## config.mk

```make
export PLATFORM = sky130hd
export DESIGN_NAME = group_to_path_adapter
export DESIGN_NICKNAME = d
export VERILOG_FILES = /design/src/rtl/tug3_fifo.v /design/src/rtl/tributary_adapter.v /design/src/rtl/group_to_path_adapter.v
export VERILOG_INCLUDE_DIRS = /design/src /design/src/rtl
export SDC_FILE = /design/constraint.sdc
export NUM_CORES = 1
export LEC_CHECK = 0
export BUFFER_PORTS_ARGS = -buffer_cell sky130_fd_sc_hd__clkbuf_2
export CELL_PAD_IN_SITES_DETAIL_PLACEMENT = 1
export CELL_PAD_IN_SITES_GLOBAL_PLACEMENT = 1
export CORE_ASPECT_RATIO = 1.5
export CORE_MARGIN = 10
export CORE_UTILIZATION = 42
export CTS_BUF_LIST = sky130_fd_sc_hd__clkbuf_4
export CTS_CLUSTER_DIAMETER = 150
export CTS_CLUSTER_SIZE = 25
export DETAILED_ROUTE_END_ITERATION = 10
export HOLD_SLACK_MARGIN = 0.08
export MAX_ROUTING_LAYER = met4
export PLACE_DENSITY = 0.8
export SLEW_MARGIN = 40
export SYNTH_ARGS = -nofsm -noshare
export SYNTH_HDL_FRONTEND = slang
export SYNTH_SLANG_ARGS = --single-unit
```

## constraint.sdc

```tcl
create_clock -name pclk -period 9.45 [get_ports pclk]
set_clock_uncertainty 0.05 [all_clocks]
set_input_delay 1.89 -clock pclk [delete_from_list [all_inputs] [get_ports pclk]]
set_output_delay 1.89 -clock pclk [all_outputs]
set_load 0.01 [all_outputs]
```

## src/rtl/tug3_mux_regs.vh

```
// constants of the tug-3 multiplex overhead source: register map, fields, frame layout
`ifndef TUG3_MUX_REGS_VH
`define TUG3_MUX_REGS_VH

// ----------------------------------------------------------------
// register byte offsets
// ----------------------------------------------------------------
`define OFF_CTRL 8'h00
`define OFF_ACT0 8'h04
`define OFF_ACT1 8'h08
`define OFF_ACT2 8'h0c
`define OFF_STATUS 8'h10
`define OFF_UNDERRUN 8'h14

// ----------------------------------------------------------------
// fields and reset values
// ----------------------------------------------------------------
`define CTRL_ACTIVE_BIT 0
`define CTRL_RESET 1'b0
`define ACT0_WIDTH 21
`define ACT1_WIDTH 32
`define ACT2_WIDTH 25
`define ACT_RESET 32'h0000_0000
`define STATUS_CONFLICT_BIT 4
`define UNDERRUN_RESET 16'h0000

// ----------------------------------------------------------------
// frame layout (bytes per row, one byte per clock)
// ----------------------------------------------------------------
`define ROW_LEN 5'h1b
`define ROW_COUNT 4'h9
`define R0_COL0 5'h01
`define TUG_COL0 5'h03
`define MA_ROW 4'h0
`define TUG2_AB_LAST 3'h6
`define TUG2_C_COUNT 3'h5
`define GROUP_STUFF_W 3'h7
`define TU12_PER_TUG2 2'h3
`define MFI_LAST 2'h3
`define SIGNAL_LABEL 3'b100
`define STUFF_BYTE 8'h00
`define FILL_BYTE 8'hff
`define POH_OTHER 8'h00
`define FIFO_DEPTH 8

`endif

```

## src/rtl/tug3_fifo.v

```verilog
// fifo of flip-flops between the tributary feed and the multiplexer
`timescale 1ns/1ps
module tug3_fifo #(
   parameter WIDTH = 8,
   parameter DEPTH = 8,
   parameter AW = 3
) (
   input wire pclk,
   input wire presetn,
   input wire [WIDTH-1:0] in_data,
   input wire in_valid,
   output wire in_ready,
   output wire [WIDTH-1:0] out_data,
   output wire out_valid,
   input wire out_ready,
   output wire [AW:0] level
);
   // ----------------------------------------------------------------
   // storage and pointers
   // ----------------------------------------------------------------
   reg [WIDTH-1:0] mem [0:DEPTH-1]; // entries
   reg [AW:0] wr_ptr; // extra bit tells full from empty
   reg [AW:0] rd_ptr;
   wire do_wr;
   wire do_rd;

   assign level = wr_ptr - rd_ptr;
   assign in_ready = (level != DEPTH[AW:0]);
   assign out_valid = (wr_ptr != rd_ptr);
   assign out_data = mem[rd_ptr[AW-1:0]];
   assign do_wr = in_valid && in_ready;
   assign do_rd = out_valid && out_ready;

   // pointers move only on accepted handshakes
   always @(posedge pclk or negedge presetn) begin
      if (!presetn) begin
         wr_ptr <= {(AW+1){1'b0}};
         rd_ptr <= {(AW+1){1'b0}};
      end else begin
         if (do_wr) begin
            wr_ptr <= wr_ptr + 1'b1;
         end
         if (do_rd) begin
            rd_ptr <= rd_ptr + 1'b1;
         end
      end
   end

   // data storage has no reset; it is read only once valid
   always @(posedge pclk) begin
      if (do_wr) begin
         mem[wr_ptr[AW-1:0]] <= in_data;
      end
   end
endmodule // tug3_fifo

```

## src/rtl/tributary_adapter.v

```verilog
// one tributary slot owner, named by its group.tug2.tu12 index
`timescale 1ns/1ps
module tributary_adapter #(
   parameter [1:0] K = 2'h0, // group: 0 A, 1 B, 2 C
   parameter [3:0] L = 4'h0, // tug-2 number, 0 for a tu-3
   parameter [1:0] M = 2'h0 // tu-12 number, 0 when absent
) (
   input wire pclk,
   input wire presetn,
   input wire frame_start_in,
   input wire activate,
   input wire slot_valid,
   input wire [1:0] slot_k,
   input wire [3:0] slot_l,
   input wire [1:0] slot_m,
   output reg active,
   output wire claim
);
   // activation is taken at a frame boundary so a slot never changes owner mid-frame
   always @(posedge pclk or negedge presetn) begin
      if (!presetn) begin
         active <= 1'b0;
      end else if (frame_start_in) begin
         active <= activate;
      end
   end

   // the index alone decides which byte positions this adapter owns
   assign claim = active && slot_valid && (slot_k == K) &&
                  ((L == 4'h0) || (slot_l == L)) && ((M == 2'h0) || (slot_m == M));
endmodule // tributary_adapter

```

## src/rtl/group_to_path_adapter.v

```verilog
// tug-3 multiplex source: slot owners, pass-through stage, overhead and stuff insertion
//
// The APB slave port and the register offsets were decided locally.
`timescale 1ns/1ps
`include "tug3_mux_regs.vh"
module group_to_path_adapter #(
   parameter FIFO_WIDTH = 8,
   parameter FIFO_DEPTH = `FIFO_DEPTH
) (
   input wire pclk,
   input wire presetn,
   input wire [7:0] paddr,
   input wire psel,
   input wire penable,
   input wire pwrite,
   input wire [31:0] pwdata,
   output reg [31:0] prdata,
   output wire pready,
   output wire pslverr,
   input wire frame_start_in,
   input wire multiframe_start,
   input wire [7:0] trib_data,
   input wire trib_valid,
   output wire trib_ready,
   output reg [7:0] path_payload_data,
   output reg path_frame_start,
   output reg path_clock_out,
   output reg path_drive_enable,
   output wire group_a_single_tu_flag,
   output wire group_b_single_tu_flag
);
   localparam ADAPTERS = 78; // 2 tu-3, 19 tu-2, 57 tu-12
   localparam [31:0] ACT_ZERO = `ACT_RESET; // activation reset word, sliced to each register's width

   // ----------------------------------------------------------------
   // register file
   // ----------------------------------------------------------------
   reg function_active; // ctrl bit 0
   reg [`ACT0_WIDTH-1:0] act0; // tu-3 a,b then 19 tu-2
   reg [`ACT1_WIDTH-1:0] act1; // tu-12 0..31
   reg [`ACT2_WIDTH-1:0] act2; // tu-12 32..56
   reg conflict; // sticky: two owners met on one slot
   reg [15:0] underrun; // tributary bytes missing at their slot
   reg [1:0] mfi; // multiframe indicator of the current frame
   reg [31:0] next_prdata;
   reg mapped; // address decodes to a register
   wire wr_en;
   wire [3:0] fifo_level;

   assign pready = 1'b1; // zero wait states
   assign wr_en = psel && penable && pwrite;
   assign pslverr = psel && penable && !mapped;

   // read mux, evaluated for the address on the bus
   always @* begin
      mapped = 1'b1;
      next_prdata = 32'h0000_0000;
      case (paddr)
         `OFF_CTRL: next_prdata = {31'h0000_0000, function_active};
         `OFF_ACT0: next_prdata = {11'h000, act0};
         `OFF_ACT1: next_prdata = act1;
         `OFF_ACT2: next_prdata = {7'h00, act2};
         `OFF_STATUS: next_prdata = {20'h00000, fifo_level, 2'h0, mfi, 1'b0, conflict,
                                     group_b_single_tu_flag, group_a_single_tu_flag};
         `OFF_UNDERRUN: next_prdata = {16'h0000, underrun};
         default: mapped = 1'b0; // unmapped: reads zero, answers with pslverr
      endcase
   end

   // read data is captured in the setup cycle so it stands through the access
   always @(posedge pclk or negedge presetn) begin
      if (!presetn) begin
         prdata <= 32'h0000_0000;
      end else if (psel && !penable && !pwrite) begin
         prdata <= next_prdata;
      end
   end

   // writable registers
   always @(posedge pclk or negedge presetn) begin
      if (!presetn) begin
         function_active <= `CTRL_RESET;
         act0 <= ACT_ZERO[`ACT0_WIDTH-1:0];
         act1 <= ACT_ZERO[`ACT1_WIDTH-1:0];
         act2 <= ACT_ZERO[`ACT2_WIDTH-1:0];
      end else if (wr_en) begin
         case (paddr)
            `OFF_CTRL: function_active <= pwdata[`CTRL_ACTIVE_BIT];
            `OFF_ACT0: act0 <= pwdata[`ACT0_WIDTH-1:0];
            `OFF_ACT1: act1 <= pwdata[`ACT1_WIDTH-1:0];
            `OFF_ACT2: act2 <= pwdata[`ACT2_WIDTH-1:0];
            default: ;
         endcase
      end
   end

   // ----------------------------------------------------------------
   // frame position counters
   // ----------------------------------------------------------------
   reg [4:0] col; // column of the coming byte
   reg [3:0] row;
   reg [1:0] grp; // tug-3 group of a tug column: 0 A, 1 B, 2 C
   reg [2:0] wcol; // column within the group
   reg [1:0] mrow; // row modulo three picks the tu-12
   wire [4:0] cur_col;
   wire [3:0] cur_row;
   wire [1:0] cur_grp;
   wire [2:0] cur_wcol;
   wire [1:0] cur_mrow;
   wire [1:0] cur_mfi;
   wire row_end;
   wire frame_byte0;

   // a frame start forces the current byte to position zero
   assign cur_col = frame_start_in ? 5'h00 : col;
   assign cur_row = frame_start_in ? 4'h0 : row;
   assign cur_grp = frame_start_in ? 2'h0 : grp;
   assign cur_wcol = frame_start_in ? 3'h0 : wcol;
   assign cur_mrow = frame_start_in ? 2'h0 : mrow;
   assign row_end = (cur_col == `ROW_LEN - 5'h01);
   assign frame_byte0 = (cur_col == 5'h00) && (cur_row == 4'h0);

   // counters free-run between frame starts, one byte per clock
   always @(posedge pclk or negedge presetn) begin
      if (!presetn) begin
         col <= 5'h00;
         row <= 4'h0;
         grp <= 2'h0;
         wcol <= 3'h0;
         mrow <= 2'h0;
      end else begin
         col <= row_end ? 5'h00 : cur_col + 5'h01;
         if (row_end) begin
            if (cur_row == `ROW_COUNT - 4'h1) begin
               row <= 4'h0;
               mrow <= 2'h0;
            end else begin
               row <= cur_row + 4'h1;
               mrow <= (cur_mrow == `TU12_PER_TUG2 - 2'h1) ? 2'h0 : cur_mrow + 2'h1;
            end
         end else begin
            row <= cur_row;
            mrow <= cur_mrow;
         end
         // group and group column restart before the first tug column
         if (row_end || cur_col < `TUG_COL0) begin
            grp <= 2'h0;
            wcol <= 3'h0;
         end else if (cur_grp == 2'h2) begin
            grp <= 2'h0;
            wcol <= cur_wcol + 3'h1;
         end else begin
            grp <= cur_grp + 2'h1;
            wcol <= cur_wcol;
         end
      end
   end

   // ----------------------------------------------------------------
   // byte classification
   // ----------------------------------------------------------------
   wire in_poh;
   wire in_r0;
   wire in_tug;
   wire in_c_stuff;
   wire in_a_stuff;
   wire in_b_stuff;
   wire trib_slot;

   assign in_poh = (cur_col < `R0_COL0);
   assign in_r0 = (cur_col < `TUG_COL0) && !in_poh;
   assign in_tug = !in_poh && !in_r0;
   // group C holds only five tug-2s; its spare columns are base stuff
   assign in_c_stuff = in_tug && (cur_grp == 2'h2) && (cur_wcol >= `TUG2_C_COUNT);
   assign in_a_stuff = in_tug && (cur_grp == 2'h0) && (cur_wcol == `GROUP_STUFF_W) && !group_a_single_tu_flag;
   assign in_b_stuff = in_tug && (cur_grp == 2'h1) && (cur_wcol == `GROUP_STUFF_W) && !group_b_single_tu_flag;
   assign trib_slot = in_tug && !in_c_stuff && !in_a_stuff && !in_b_stuff;

   // ----------------------------------------------------------------
   // tributary adapters, one per possible index
   // ----------------------------------------------------------------
   wire [ADAPTERS-1:0] act_vec;
   wire [ADAPTERS-1:0] claims;
   wire [ADAPTERS-1:0] actives;
   wire [3:0] slot_l;

   assign act_vec = {act2, act1, act0};
   assign slot_l = {1'b0, cur_wcol} + 4'h1;

   genvar i;
   generate
      for (i = 0; i < ADAPTERS; i = i + 1) begin : g_trib
         // index 0..1 tu-3, 2..20 tu-2, 21..77 tu-12
         localparam integer TUG2 = (i < 21) ? (i - 2) : ((i - 21) / 3);
         localparam integer KI = (i < 2) ? i : (TUG2 / 7);
         localparam integer LI = (i < 2) ? 0 : (TUG2 % 7 + 1);
         localparam integer MI = (i < 21) ? 0 : ((i - 21) % 3 + 1);
         tributary_adapter #(
            .K(KI[1:0]),
            .L(LI[3:0]),
            .M(MI[1:0])
         ) u_trib (
            .pclk(pclk),
            .presetn(presetn),
            .frame_start_in(frame_start_in),
            .activate(act_vec[i]),
            .slot_valid(trib_slot),
            .slot_k(cur_grp),
            .slot_l(slot_l),
            .slot_m(cur_mrow + 2'h1),
            .active(actives[i]),
            .claim(claims[i])
         );
      end
   endgenerate

   // flags follow the tu-3 adapters of groups A and B exactly
   assign group_a_single_tu_flag = actives[0];
   assign group_b_single_tu_flag = actives[1];

   // count owners of this byte; more than one means a bad activation set
   reg [6:0] owners;
   integer n;
   always @* begin
      owners = 7'h00;
      for (n = 0; n < ADAPTERS; n = n + 1) begin
         owners = owners + {6'h00, claims[n]};
      end
   end

   wire owned; // some adapter owns this slot
   wire multi; // several adapters own it
   assign owned = (owners != 7'h00);
   assign multi = (owners > 7'h01);

   // ----------------------------------------------------------------
   // tributary byte feed
   // ----------------------------------------------------------------
   wire [7:0] fifo_data;
   wire fifo_valid;
   wire take;
   wire starved;

   // bytes leave the fifo only for owned slots of an active function
   assign take = function_active && trib_slot && owned && fifo_valid;
   assign starved = function_active && trib_slot && owned && !fifo_valid;

   tug3_fifo #(
      .WIDTH(FIFO_WIDTH),
      .DEPTH(FIFO_DEPTH),
      .AW(3)
   ) u_fifo (
      .pclk(pclk),
      .presetn(presetn),
      .in_data(trib_data),
      .in_valid(trib_valid),
      .in_ready(trib_ready),
      .out_data(fifo_data),
      .out_valid(fifo_valid),
      .out_ready(take),
      .level(fifo_level)
   );

   // ----------------------------------------------------------------
   // pass-through stage between adapters and overhead insertion
   // ----------------------------------------------------------------
   wire [7:0] pt_data;
   wire pt_strobe;
   wire pt_fs;
   wire pt_mfs;

   group_passthrough_stage u_pass (
      .in_data(fifo_data),
      .in_strobe(take),
      .in_fs(frame_byte0),
      .in_mfs(multiframe_start),
      .out_data(pt_data),
      .out_strobe(pt_strobe),
      .out_fs(pt_fs),
      .out_mfs(pt_mfs)
   );

   // multiframe indicator steps once per frame, zeroed by multiframe start
   assign cur_mfi = frame_start_in ? (pt_mfs ? 2'h0 : mfi + 2'h1) : mfi;
   always @(posedge pclk or negedge presetn) begin
      if (!presetn) begin
         mfi <= `MFI_LAST;
      end else begin
         mfi <= cur_mfi;
      end
   end

   // ----------------------------------------------------------------
   // overhead and stuff insertion
   // ----------------------------------------------------------------
   reg [7:0] next_byte;

   always @* begin
      if (in_poh) begin
         // only the signal label and multiframe bits are this block's
         next_byte = (cur_row == `MA_ROW) ? {2'b00, `SIGNAL_LABEL, cur_mfi, 1'b0} : `POH_OTHER;
      end else if (in_r0 || in_c_stuff || in_a_stuff || in_b_stuff) begin
         next_byte = `STUFF_BYTE;
      end else if (pt_strobe) begin
         next_byte = pt_data;
      end else begin
         // unowned or starved slot: all ones keeps the payload sane
         next_byte = `FILL_BYTE;
      end
   end

   // payload data holds still; frame start, clock out and drive enable drop while inactive
   always @(posedge pclk or negedge presetn) begin
      if (!presetn) begin
         path_payload_data <= 8'h00;
         path_frame_start <= 1'b0;
         path_clock_out <= 1'b0;
         path_drive_enable <= 1'b0;
      end else if (function_active) begin
         path_payload_data <= next_byte;
         path_frame_start <= pt_fs;
         path_clock_out <= 1'b1;
         path_drive_enable <= 1'b1;
      end else begin
         path_frame_start <= 1'b0;
         path_clock_out <= 1'b0;
         path_drive_enable <= 1'b0;
      end
   end

   // ----------------------------------------------------------------
   // status: conflicts and underruns, the event wins over a clear
   // ----------------------------------------------------------------
   wire clr_conflict;
   wire clr_underrun;
   assign clr_conflict = wr_en && (paddr == `OFF_STATUS) && pwdata[`STATUS_CONFLICT_BIT];
   assign clr_underrun = wr_en && (paddr == `OFF_UNDERRUN);

   always @(posedge pclk or negedge presetn) begin
      if (!presetn) begin
         conflict <= 1'b0;
         underrun <= `UNDERRUN_RESET;
      end else begin
         if (multi) begin
            conflict <= 1'b1;
         end else if (clr_conflict) begin
            conflict <= 1'b0;
         end
         if (clr_underrun) begin
            underrun <= starved ? 16'h0001 : 16'h0000;
         end else if (starved && underrun != 16'hffff) begin
            underrun <= underrun + 16'h0001; // saturates rather than wraps
         end
      end
   end
endmodule // group_to_path_adapter

// forwards data, strobe, frame and multiframe start untouched
module group_passthrough_stage (
   input wire [7:0] in_data,
   input wire in_strobe,
   input wire in_fs,
   input wire in_mfs,
   output wire [7:0] out_data,
   output wire out_strobe,
   output wire out_fs,
   output wire out_mfs
);
   // no processing, no monitoring and no added delay
   assign {out_data, out_strobe, out_fs, out_mfs} = {in_data, in_strobe, in_fs, in_mfs};
endmodule // group_passthrough_stage

```

==> summary.md, run 1 <==
| Metric | Value |
|---|---|
| Clk sink count | `306` |
| Cells after synthesis | `1230` |
| Initial DRC count | `642` |
| Final Power | `2.33 mW` |
| Synth area leader | `dfrtp_1` |
| Most instantiated cells after synthesis | `dfrtp_1, mux2_2, nand2_1` |
| Wire per inst | `23.6 um` |
| Yosys warnings | `0` |
| Setup TNS | `0 ns` |
| Synthesized Nets | `1384` |
| Fin cells | `between 1500 and 2000` |
| Initial Util | `0.424` |
| Synth cell types | `77` |
| Fin worst setup slack | `between 0.3 and 0.4 ns` |
| Crit start category | `primary input` |
| Area Overhead vs Synth | `10.9%` |
| Leakage | `8.08 nW` |
| Slew headroom | `0.490` |
| Status | `complete, no violations` |
| CP required | `9.97 ns` |
| Final Max Slew Viols | `0` |
| Max cap viols | `0` |
| Die Y | `~260 um` |
| Drt drc | `0` |
| Placed Area | `0.0171 mm2` |
| CTS buffer count | `16` |
| Max Clk Rate | `roughly 0.11 GHz` |
| Clk_lat worst skew | `just under 0.8 ns` |
| Worst setup path class | `primary input to flip-flop` |
| Post-layout instance area | `0.0173 mm2` |
| CTS tree | `done` |
| First-pass GRT wire length | `approximately 68000 um` |
| Vias | `10300` |
| PD cells | `between 100 and 150 mW/mm2` |
| Synth Register Bits | `306` |
| Fraction of layout cells with a size suffix above 1 | `0.306` |
| Final setup fails | `0` |
| Initial antenna violation count | `3` |
| Total Wirelength | `~44000 um` |
| Top post-synthesis cells by area | `dfrtp_1, edfxtp_1, mux2_2, fa_1, and3_1` |
| Gpl congestion | `0.933` |
| WP data arrival | `about 9.6 ns` |
| DP HPWL | `33800 um` |
| Unrepaired setup endpoints after global routing | `no` |
| Fin nets | `1506` |
| Post-synth EDFFs | `64` |
| Die area | `0.0455 mm2` |
| Sequential share of the synthesized area | `0.511` |
| I/O Pins | `between 100 and 150` |
| VDD IR max | `144 uV` |
| Core area | `0.0368 mm2` |
| Port Buffers | `roughly 100` |
| Reg clk slew, reported paths | `between 0.2 and 0.3 ns` |
| Clk root buf | `clkbuf_4` |
| Final hold vios | `0` |
| # rows | `86` |
| Min-delay worst type | `flip-flop to flip-flop` |
| CTS Buffer Depth | `3` |
| Grt ovf | `0` |
| Worst hold margin | `0.458 ns` |
| Ys async rst share | `0.791` |
| Final Util | `0.471` |
| Worst-Margin Slew | `0.764 ns` |
| Postcts setup bufs | `0` |
| Mean Syn Cell Area | `about 13 um2` |
| Fin crit period | `9.08 ns` |
| Post-Place Worst Slack | `-0.538 ns` |
| Ys flop type | `dfrtp_1` |
| Mapped Area | `0.0156 mm2` |
| DRT antenna net count | `0` |
| Vias in the first global route | `11500` |
| Worst-path maximum fanout | `25` |
| Routed vias/inst | `about 5.6` |
| Most instantiated library cell after synthesis | `dfrtp_1` |
| CTS H-tree lvls | `1` |
| Tot GR Track Use | `0.198` |
| Top cell type's share of synthesized area | `0.385` |
| Largest net degree at the start of global routing | `86` |
| Crit share post-route | `0.961` |
| Placed cells | `1818` |
| Die W | `177 um` |
| DR pass1 iterations | `8` |
| Endpoint type of the worst setup path | `flip-flop` |
repair_timing:
action,in CTS,in global routing
hold buffers,0,0
gates resized for setup,0,4
endpoints found under the setup margin,0,15
flip-flops by register name, summed over array words and instances (netlist names), 4 cells and up:
| signal | flops |
|---|---|
| act0 | 21 |
| act1 | 32 |
| act2 | 25 |
| col | 5 |
| g_trib.u_trib.active | 78 |
| path_payload_data | 8 |
| prdata | 32 |
| row | 4 |
| u_fifo.mem | 64 |
| u_fifo.rd_ptr | 4 |
| u_fifo.wr_ptr | 4 |
| underrun | 16 |
power breakdown:
part           internal (mW)  leakage (nW)  total, mW  switching (mW)
clock network          0.116         0.116      0.520           0.404
logic                  0.127          4.06      0.328           0.201
registers               1.43          3.90       1.48          0.0550
critical path: stages:
cell and delay (ns):
buf_4 0.12, buf_4 0.14, or3b_2 0.48, nor2_1 0.18, nand2_1 0.16, nor2_1 0.13, buf_4 0.17, and3_1 0.21
fa_1 0.42, fa_1 0.57, fa_1 0.44, fa_1 0.57, fa_1 0.45, fa_1 0.60, fa_1 0.45, fa_1 0.45
ha_2 0.20, fa_1 0.48, or4_4 0.44, nor3_4 0.25, o211ai_2 0.16, o211ai_4 0.23, buf_12 0.19, or4_1 0.12
a21oi_1 0.07
worst paths after layout:
path	cells past startpoint	startpoint	end	slack, ns
max in group asynchronous	2	presetn	u_fifo.rd_ptr[1]$_DFFE_PN0P_	7.06
min	0	function_active$_DFFE_PN0P_	path_drive_enable$_DFF_PN0_	0.46
max reg2reg	23	col[2]$_DFF_PN0_	underrun[5]$_DFFE_PN0P_	1.00
min reg2reg	0	function_active$_DFFE_PN0P_	path_drive_enable$_DFF_PN0_	0.46
max	25	frame_start_in	underrun[5]$_DFFE_PN0P_	0.37
min in group asynchronous	1	presetn	underrun[12]$_DFFE_PN0P_	1.04
final cells by class:
type | instances | area (um2)
repair buffers | 161 | 1040
flip-flops and latches | 306 | 7980
inverters | 79 | 297
clock buffers | 23 | 173
multi-input cells | 788 | 7200
fillers | 3920 | 19500
clock inverters | 1 | 20.0
well taps | 484 | 606
diodes | 5 | 12.5
cells in the final DEF (no fill, tap or decap), types with 8 or more instances in the layout:
cell type  count
a21oi_1       35
clkbuf_2     100
mux2_2       161
fa_1          68
a222oi_1       8
o21ai_0       36
or4_1          8
clkbuf_4      23
ha_1          27
and2_1        10
mux4_2        16
and3_1        66
nor2_1        47
dfrtp_1      239
inv_1         75
o21ai_1        8
nand2_1       83
buf_4         53
a221oi_1      12
nand3_1       32
nor3_1        12
mux2i_1       14
edfxtp_1      64
per-layer routing:
layer / wire (um) / up-vias / track usage / share of wire
met5: 0 / - / - / 0
met4: 1360 / 0 / 0.0611 / 0.031
met3: 1750 / 65 / 0.0257 / 0.040
met2: 24500 / 211 / 0.365 / 0.56
met1: 15900 / 5434 / 0.213 / 0.37
li1: - / 4630 / - / -
logic make-up (layout without fill, tap and decap cells):
family / Yosys count / count (layout) / synth area share
XOR/XNOR: 12 / 12 / 0.00673
multiplexers: 192 / 192 / 0.149
other: 1 / 6 / 0.000240
adder cells (fa/ha/maj): 98 / 98 / 0.111
AND/OR/NAND/NOR: 328 / 328 / 0.114
buffers and inverters: 136 / 264 / 0.0368
AO/OA/AOI/OAI: 157 / 157 / 0.0708
flip-flops: 306 / 306 / 0.511
(Power assumes the default switching activity.)
==> run 2, diff against run 1 <==
- SKIP_LAST_GASP: unset -> 1
- clock period: 9.45 -> 8.5 ns (I/O delays scaled with it)
==> run 2 against run 1 <==
Against the previous run:
- the flow now finishes with violations (setup timing)
- power rose by 11%
- die area stayed put
- via count is 1.5% higher
- sequential share of layout area down 1.4 points
- flip-flop and latch count unchanged
- design area increased by 3.2%
- utilization increased by 1.5 points
- register-to-register slack got worse by 0.82 ns
- setup slack worse by 0.65 ns
- critical endpoint is now underrun[12]$_DFFE_PN0P_
- highest routed layer unchanged
==> summary.md, run 2 (synthesized netlist as in run 1, its figures left out) <==
| Metric | Value |
|---|---|
| Initial DRC count | `641 (-0.16%)` |
| Total Wirelength | `43900 um (+0.90%)` |
| CP required | `9.12 ns (-0.85 ns)` |
| CTS H-tree lvls | `1 (unchanged)` |
| DRT antenna net count | `0 (unchanged)` |
| Crit path buffers/inverters | `8 (+4)` |
| Die W | `177 um (unchanged)` |
| Grt ovf | `0 (unchanged)` |
| Clk_lat worst skew | `0.77 ns (about the same)` |
| DP HPWL | `33800 um (about the same)` |
| Final Util | `0.486 (+0.0152)` |
| PD cells | `145 mW/mm2 (+7.9%)` |
| # rows | `86 (unchanged)` |
| Port Buffers | `102 (unchanged)` |
| Initial Util | `0.424 (unchanged)` |
| Max Clk Rate | `0.114 GHz` |
| Clk sink count | `306 (unchanged)` |
| Fin worst setup slack | `-0.278 ns (-0.649 ns)` |
| Worst path slowest cell | `fa_1` |
| Largest net degree at the start of global routing | `68 (-21%)` |
| Critical Path Most Common Cell | `fa_1` |
| Vias in the first global route | `11700 (+1.4%)` |
| Critical Path Max Stage Delay | `0.57 ns (-0.03 ns)` |
| Worst path top cell family by delay | `adder cells` |
| Commonest cells after routing, fill and taps aside | `dfrtp_1, mux2_2, clkbuf_2` |
| Gpl congestion | `1.00 (+7.6%)` |
| Reg clk slew, reported paths | `0.27 ns (about the same)` |
| Failing checks | `setup timing` |
| Routed vias/inst | `5.62 (+0.43%)` |
| Min-delay worst type | `flip-flop to flip-flop` |
| VDD IR max | `189 uV (+31%)` |
| Biggest register | `g_trib.u_trib.active` |
| Worst-Margin Slew | `0.837 ns (+0.0723 ns)` |
| CTS buffer count | `16 (unchanged)` |
| Leakage | `8.23 nW (+1.9%)` |
| Vias | `10500 (+1.5%)` |
| CTS Buffer Depth | `3 (unchanged)` |
| Wire per inst | `23.6 um (-0.13%)` |
| Endpoint type of the worst setup path | `flip-flop` |
| First-pass GRT wire length | `68500 um (+0.33%)` |
| I/O Pins | `104 (unchanged)` |
| Worst setup path class | `primary input to flip-flop` |
| Fraction of layout cells with a size suffix above 1 | `0.358 (+0.0529)` |
| Slew headroom | `0.442 (-0.0482)` |
| Fin nets | `1527 (+1.4%)` |
| Die area | `0.0455 mm2 (unchanged)` |
| Area Overhead vs Synth | `14.5%` |
| Final Max Slew Viols | `0 (unchanged)` |
| Crit start category | `primary input` |
| DR pass1 iterations | `8 (unchanged)` |
| Most common library cell in the layout ignoring fill and taps | `dfrtp_1` |
| Core area | `0.0368 mm2 (unchanged)` |
| Worst-path maximum fanout | `9 (-64%)` |
| Final hold vios | `0 (unchanged)` |
| Max FFs per register | `78 (unchanged)` |
| Post-Place Worst Slack | `-1.25 ns (-0.713 ns)` |
| Setup TNS | `-4.80 ns (-4.80 ns)` |
| Post-layout instance area | `0.0179 mm2 (+3.2%)` |
| Fin crit period | `about 8.8 ns` |
| Max cap viols | `0 (unchanged)` |
| Drt drc | `0 (unchanged)` |
| Unrepaired setup endpoints after global routing | `yes` |
| Final setup fails | `26 (+26)` |
| WP data arrival | `9.40 ns (-0.20 ns)` |
| Final Power | `2.60 mW (+11%)` |
| CTS tree | `done` |
| Placed Area | `0.0172 mm2 (+0.76%)` |
| Status | `finished with violations` |
| Initial antenna violation count | `3 (unchanged)` |
| Tot GR Track Use | `0.199 (+0.000986)` |
| Die Y | `256 um (unchanged)` |
| Clk root buf | `clkbuf_4` |
| Crit share post-route | `1.03` |
## run 2: cell types whose count changed in the layout (fill, tap and decap cells not counted), sizes merged
cell / before / now
clkbuf: 123 / 122
diode: 5 / 4
buf: 61 / 82
## run 2: final timing paths
kind	from	end	slack, ns	cells after the start
max	frame_start_in	underrun[12]$_DFFE_PN0P_	-0.28	30
min	u_fifo.wr_ptr[3]$_DFFE_PN0P_	u_fifo.wr_ptr[3]$_DFFE_PN0P_	0.45	1
max reg2reg	wcol[0]$_DFF_PN0_	underrun[12]$_DFFE_PN0P_	0.18	29
min reg2reg	u_fifo.wr_ptr[3]$_DFFE_PN0P_	u_fifo.wr_ptr[3]$_DFFE_PN0P_	0.45	1
max in group asynchronous	presetn	act1[20]$_DFFE_PN0P_	6.52	3
min in group asynchronous	presetn	underrun[3]$_DFFE_PN0P_	0.67	1
## run 2: metrics by stage
step | cells | hold slack (ns)
4_1_cts | 1861 | 0.450
6_report | 1866 | 0.446
2_1_floorplan | 1230 | 0.361
5_1_grt | 1866 | 0.481
3_3_place_gp | 1827 | 0.411
3_5_place_dp | 1829 | 0.422
## run 2: final cells by class
class | instances | area (um2)
Tap cell | 484 | 606
Clock inverter | 1 | 20.0
Antenna cell | 4 | 10.0
Multi-Input combinational cell | 788 | 7520
Sequential cell | 306 | 7980
Timing Repair Buffer | 182 | 1280
Clock buffer | 22 | 165
Inverter | 79 | 302
Fill cell | 3828 | 18900
## run 2: timing repair
item / 4_1_cts / 5_1_grt
buffers inserted: 9 / 4
gates cloned: 2 / 0
resized for setup: 59 / 33
pin swaps: 22 / 13
endpoints found under the setup margin: 28 / 28
hold buffers: 0 / 0
hold endpoints to repair: 0 / 0
## run 2: report_power, final
group	switching (mW)	internal [mW]	leakage [nW]
clock network	0.439	0.124	0.111
registers	0.0608	1.59	3.90
logic	0.229	0.156	4.22
total	0.729	1.87	8.23
## run 2: layer usage
metal / up-vias / GRT usage / wire length, um
li1: 4677 / - / -
met1: 5485 / 0.212 / 15900
met2: 242 / 0.365 / 24700
met3: 87 / 0.0247 / 1640
met4: 0 / 0.0745 / 1780
met5: - / - / 0
==> run 3, diff against run 2 <==
- CORE_ASPECT_RATIO: 1.5 -> unset
- CORE_UTILIZATION: 42 -> 52
- PLACE_DENSITY: 0.8 -> 0.94
==> run 3 against run 2 <==
Against the previous run:
- global-route usage up 7.1 points
- largest power group unchanged
- setup slack worse by 0.23 ns
- non-clock buffer count up 4
- maximum frequency down 2.6%
- register-to-register slack worse by 0.28 ns
- wire length up 17%
- worst hold slack better by 0.019 ns
- flip-flop and latch count unchanged
- the flow still finishes with violations (setup timing)
- combinational power up 8.5%
- first-iteration DRC count up 96%
- critical path depth down 4
==> summary.md, run 3 (synthesized netlist as in run 1, its figures left out) <==
| Metric | Value |
|---|---|
| Gpl congestion | `0.972 (-3.1%)` |
| Unrepaired setup endpoints after global routing | `yes` |
| CTS H-tree lvls | `1 (unchanged)` |
| Fin crit period | `9.01 ns (+0.232 ns)` |
| Failing checks | `setup timing` |
| Post-layout instance area | `0.0178 mm2 (-0.29%)` |
| Crit share post-route | `1.06 (+0.0273)` |
| Critical Path Most Common Cell | `fa_1` |
| DRT antenna net count | `0 (unchanged)` |
| Placed Area | `0.0170 mm2 (-1.1%)` |
| Initial DRC count | `1259 (+96%)` |
| Area Overhead vs Synth | `14.2%` |
| Drt drc | `0 (unchanged)` |
| Crit path buffers/inverters | `4 (-4)` |
| First-pass GRT wire length | `77900 um (+14%)` |
| Core area | `0.0296 mm2 (-19%)` |
| Vias | `11500 (+9.9%)` |
| Final Max Slew Viols | `0 (unchanged)` |
| # rows | `63 (-27%)` |
| Slew headroom | `0.412 (-0.0300)` |
| Fin worst setup slack | `-0.510 ns (-0.232 ns)` |
| Fraction of layout cells with a size suffix above 1 | `0.363 (+0.00475)` |
| Vias in the first global route | `12800 (+9.5%)` |
| Worst-Margin Slew | `0.882 ns (+0.0450 ns)` |
| Final setup fails | `28 (+7.7%)` |
| Worst path slowest cell | `fa_2` |
| Leakage | `8.27 nW (+0.49%)` |
| Worst setup path class | `primary input to flip-flop` |
| Tot GR Track Use | `0.270 (+0.0710)` |
| Total Wirelength | `51500 um (+17%)` |
| Status | `finished with violations` |
| CTS tree | `done` |
| Largest net degree at the start of global routing | `75 (+10%)` |
| Commonest cells after routing, fill and taps aside | `dfrtp_1, mux2_2, clkbuf_2` |
| Worst path top cell family by delay | `adder cells` |
| Final hold vios | `0 (unchanged)` |
| CP required | `9.13 ns (about the same)` |
| Max cap viols | `0 (unchanged)` |
| Max FFs per register | `78 (unchanged)` |
| Worst-path maximum fanout | `7 (-2)` |
| Die W | `193 um (+8.9%)` |
| Crit start category | `primary input` |
| Initial antenna violation count | `3 (unchanged)` |
| Port Buffers | `102 (unchanged)` |
| Die area | `0.0374 mm2 (-18%)` |
| Critical Path Max Stage Delay | `0.63 ns (+0.06 ns)` |
| DP HPWL | `35900 um (+6.2%)` |
| Fin nets | `1531 (+0.26%)` |
| Clk root buf | `clkbuf_4` |
| CTS Buffer Depth | `3 (unchanged)` |
| Initial Util | `0.527 (+0.103)` |
| Wire per inst | `29.0 um (+23%)` |
| Grt ovf | `0 (unchanged)` |
| Most common library cell in the layout ignoring fill and taps | `dfrtp_1` |
| Die Y | `193 um (-25%)` |
| Max Clk Rate | `0.111 GHz (-2.6%)` |
| Clk_lat worst skew | `0.80 ns (+0.03 ns)` |
| Biggest register | `g_trib.u_trib.active` |
| VDD IR max | `240 uV (+27%)` |
| Reg clk slew, reported paths | `0.25 ns (-0.02 ns)` |
| DR pass1 iterations | `6 (-2)` |
| Post-Place Worst Slack | `-1.25 ns (+0.00460 ns)` |
| Endpoint type of the worst setup path | `flip-flop` |
| Min-delay worst type | `flip-flop to flip-flop` |
| Routed vias/inst | `6.49 (+15%)` |
| I/O Pins | `104 (unchanged)` |
| Clk sink count | `306 (unchanged)` |
| PD cells | `150 mW/mm2 (+3.5%)` |
| WP data arrival | `9.64 ns (+0.24 ns)` |
| CTS buffer count | `16 (unchanged)` |
run 3: cell count changes in the layout (fill, tap and decap cells not counted), sizes merged:
| cell | change |
|---|---|
| buf | +4 |
| bufinv | +1 |
| clkbuf | -1 |
run 3: report_power, final:
part | switching, mW | leakage [nW] | internal [mW] | total [mW]
Clock | 0.453 | 0.121 | 0.150 | 0.603
Combinational | 0.265 | 4.25 | 0.154 | 0.419
Sequential | 0.0704 | 3.90 | 1.59 | 1.66
run 3: worst paths after layout:
check | end | cells after the start | slack [ns] | from
setup / recovery | underrun[10]$_DFFE_PN0P_ | 26 | -0.51 | frame_start_in
max in group asynchronous | underrun[4]$_DFFE_PN0P_ | 3 | 6.18 | presetn
hold / removal | prdata[27]$_DFFE_PN0P_ | 2 | 0.47 | prdata[27]$_DFFE_PN0P_
hold reg to reg | prdata[27]$_DFFE_PN0P_ | 2 | 0.47 | prdata[27]$_DFFE_PN0P_
min in group asynchronous | g_trib[39].u_trib.active$_DFFE_PN0P_ | 1 | 0.81 | presetn
setup reg to reg | underrun[10]$_DFFE_PN0P_ | 25 | -0.10 | wcol[0]$_DFF_PN0_
run 3: through the flow:
step	utilization	hold slack [ns]	power (mW)	instances	TNS (ns)
2_1_floorplan	-	0.361	1.87	1230	-24.45
3_3_place_gp	0.573	0.410	2.02	1734	-25.82
3_5_place_dp	0.575	0.423	2.07	1735	-31.70
4_1_cts	0.595	0.469	2.66	1767	-3.39
5_1_grt	0.602	0.493	2.77	1775	-11.48
6_report	0.602	0.465	2.68	1776	-8.40
run 3: area by class of cell:
type	instances	area, um2
diodes	4	10.0
clock buffers	21	158
clock inverters	2	50.0
fillers	2965	11800
inverters	79	302
multi-input cells	788	7550
flip-flops and latches	306	7980
well taps	390	488
repair buffers	186	1290
run 3: tightest hold or removal path, delay by kind of cell, from the launching register on:
kind / cells / cell delay, ns
and+or+nand+nor: 1 / 0.04
AOI/OAI and AO/OA: 1 / 0.06
DFF: 1 / 0.40
run 3: routing by layer:
layer / routed length [um] / global-route usage
met2: 26300 / 0.461
met3: 3550 / 0.0389
met1: 18700 / 0.310
met5: 0 / -
met4: 2950 / 0.122
run 3: repair_timing:
| item | in CTS | in global routing |
|---|---|---|
| cloned | 2 | 0 |
| endpoints found under the hold margin | 0 | 0 |
| setup buffers | 8 | 8 |
| gates resized for setup | 63 | 40 |
| endpoints found under the setup margin | 28 | 29 |
| pin swaps | 28 | 26 |
| hold buffers | 0 | 0 |
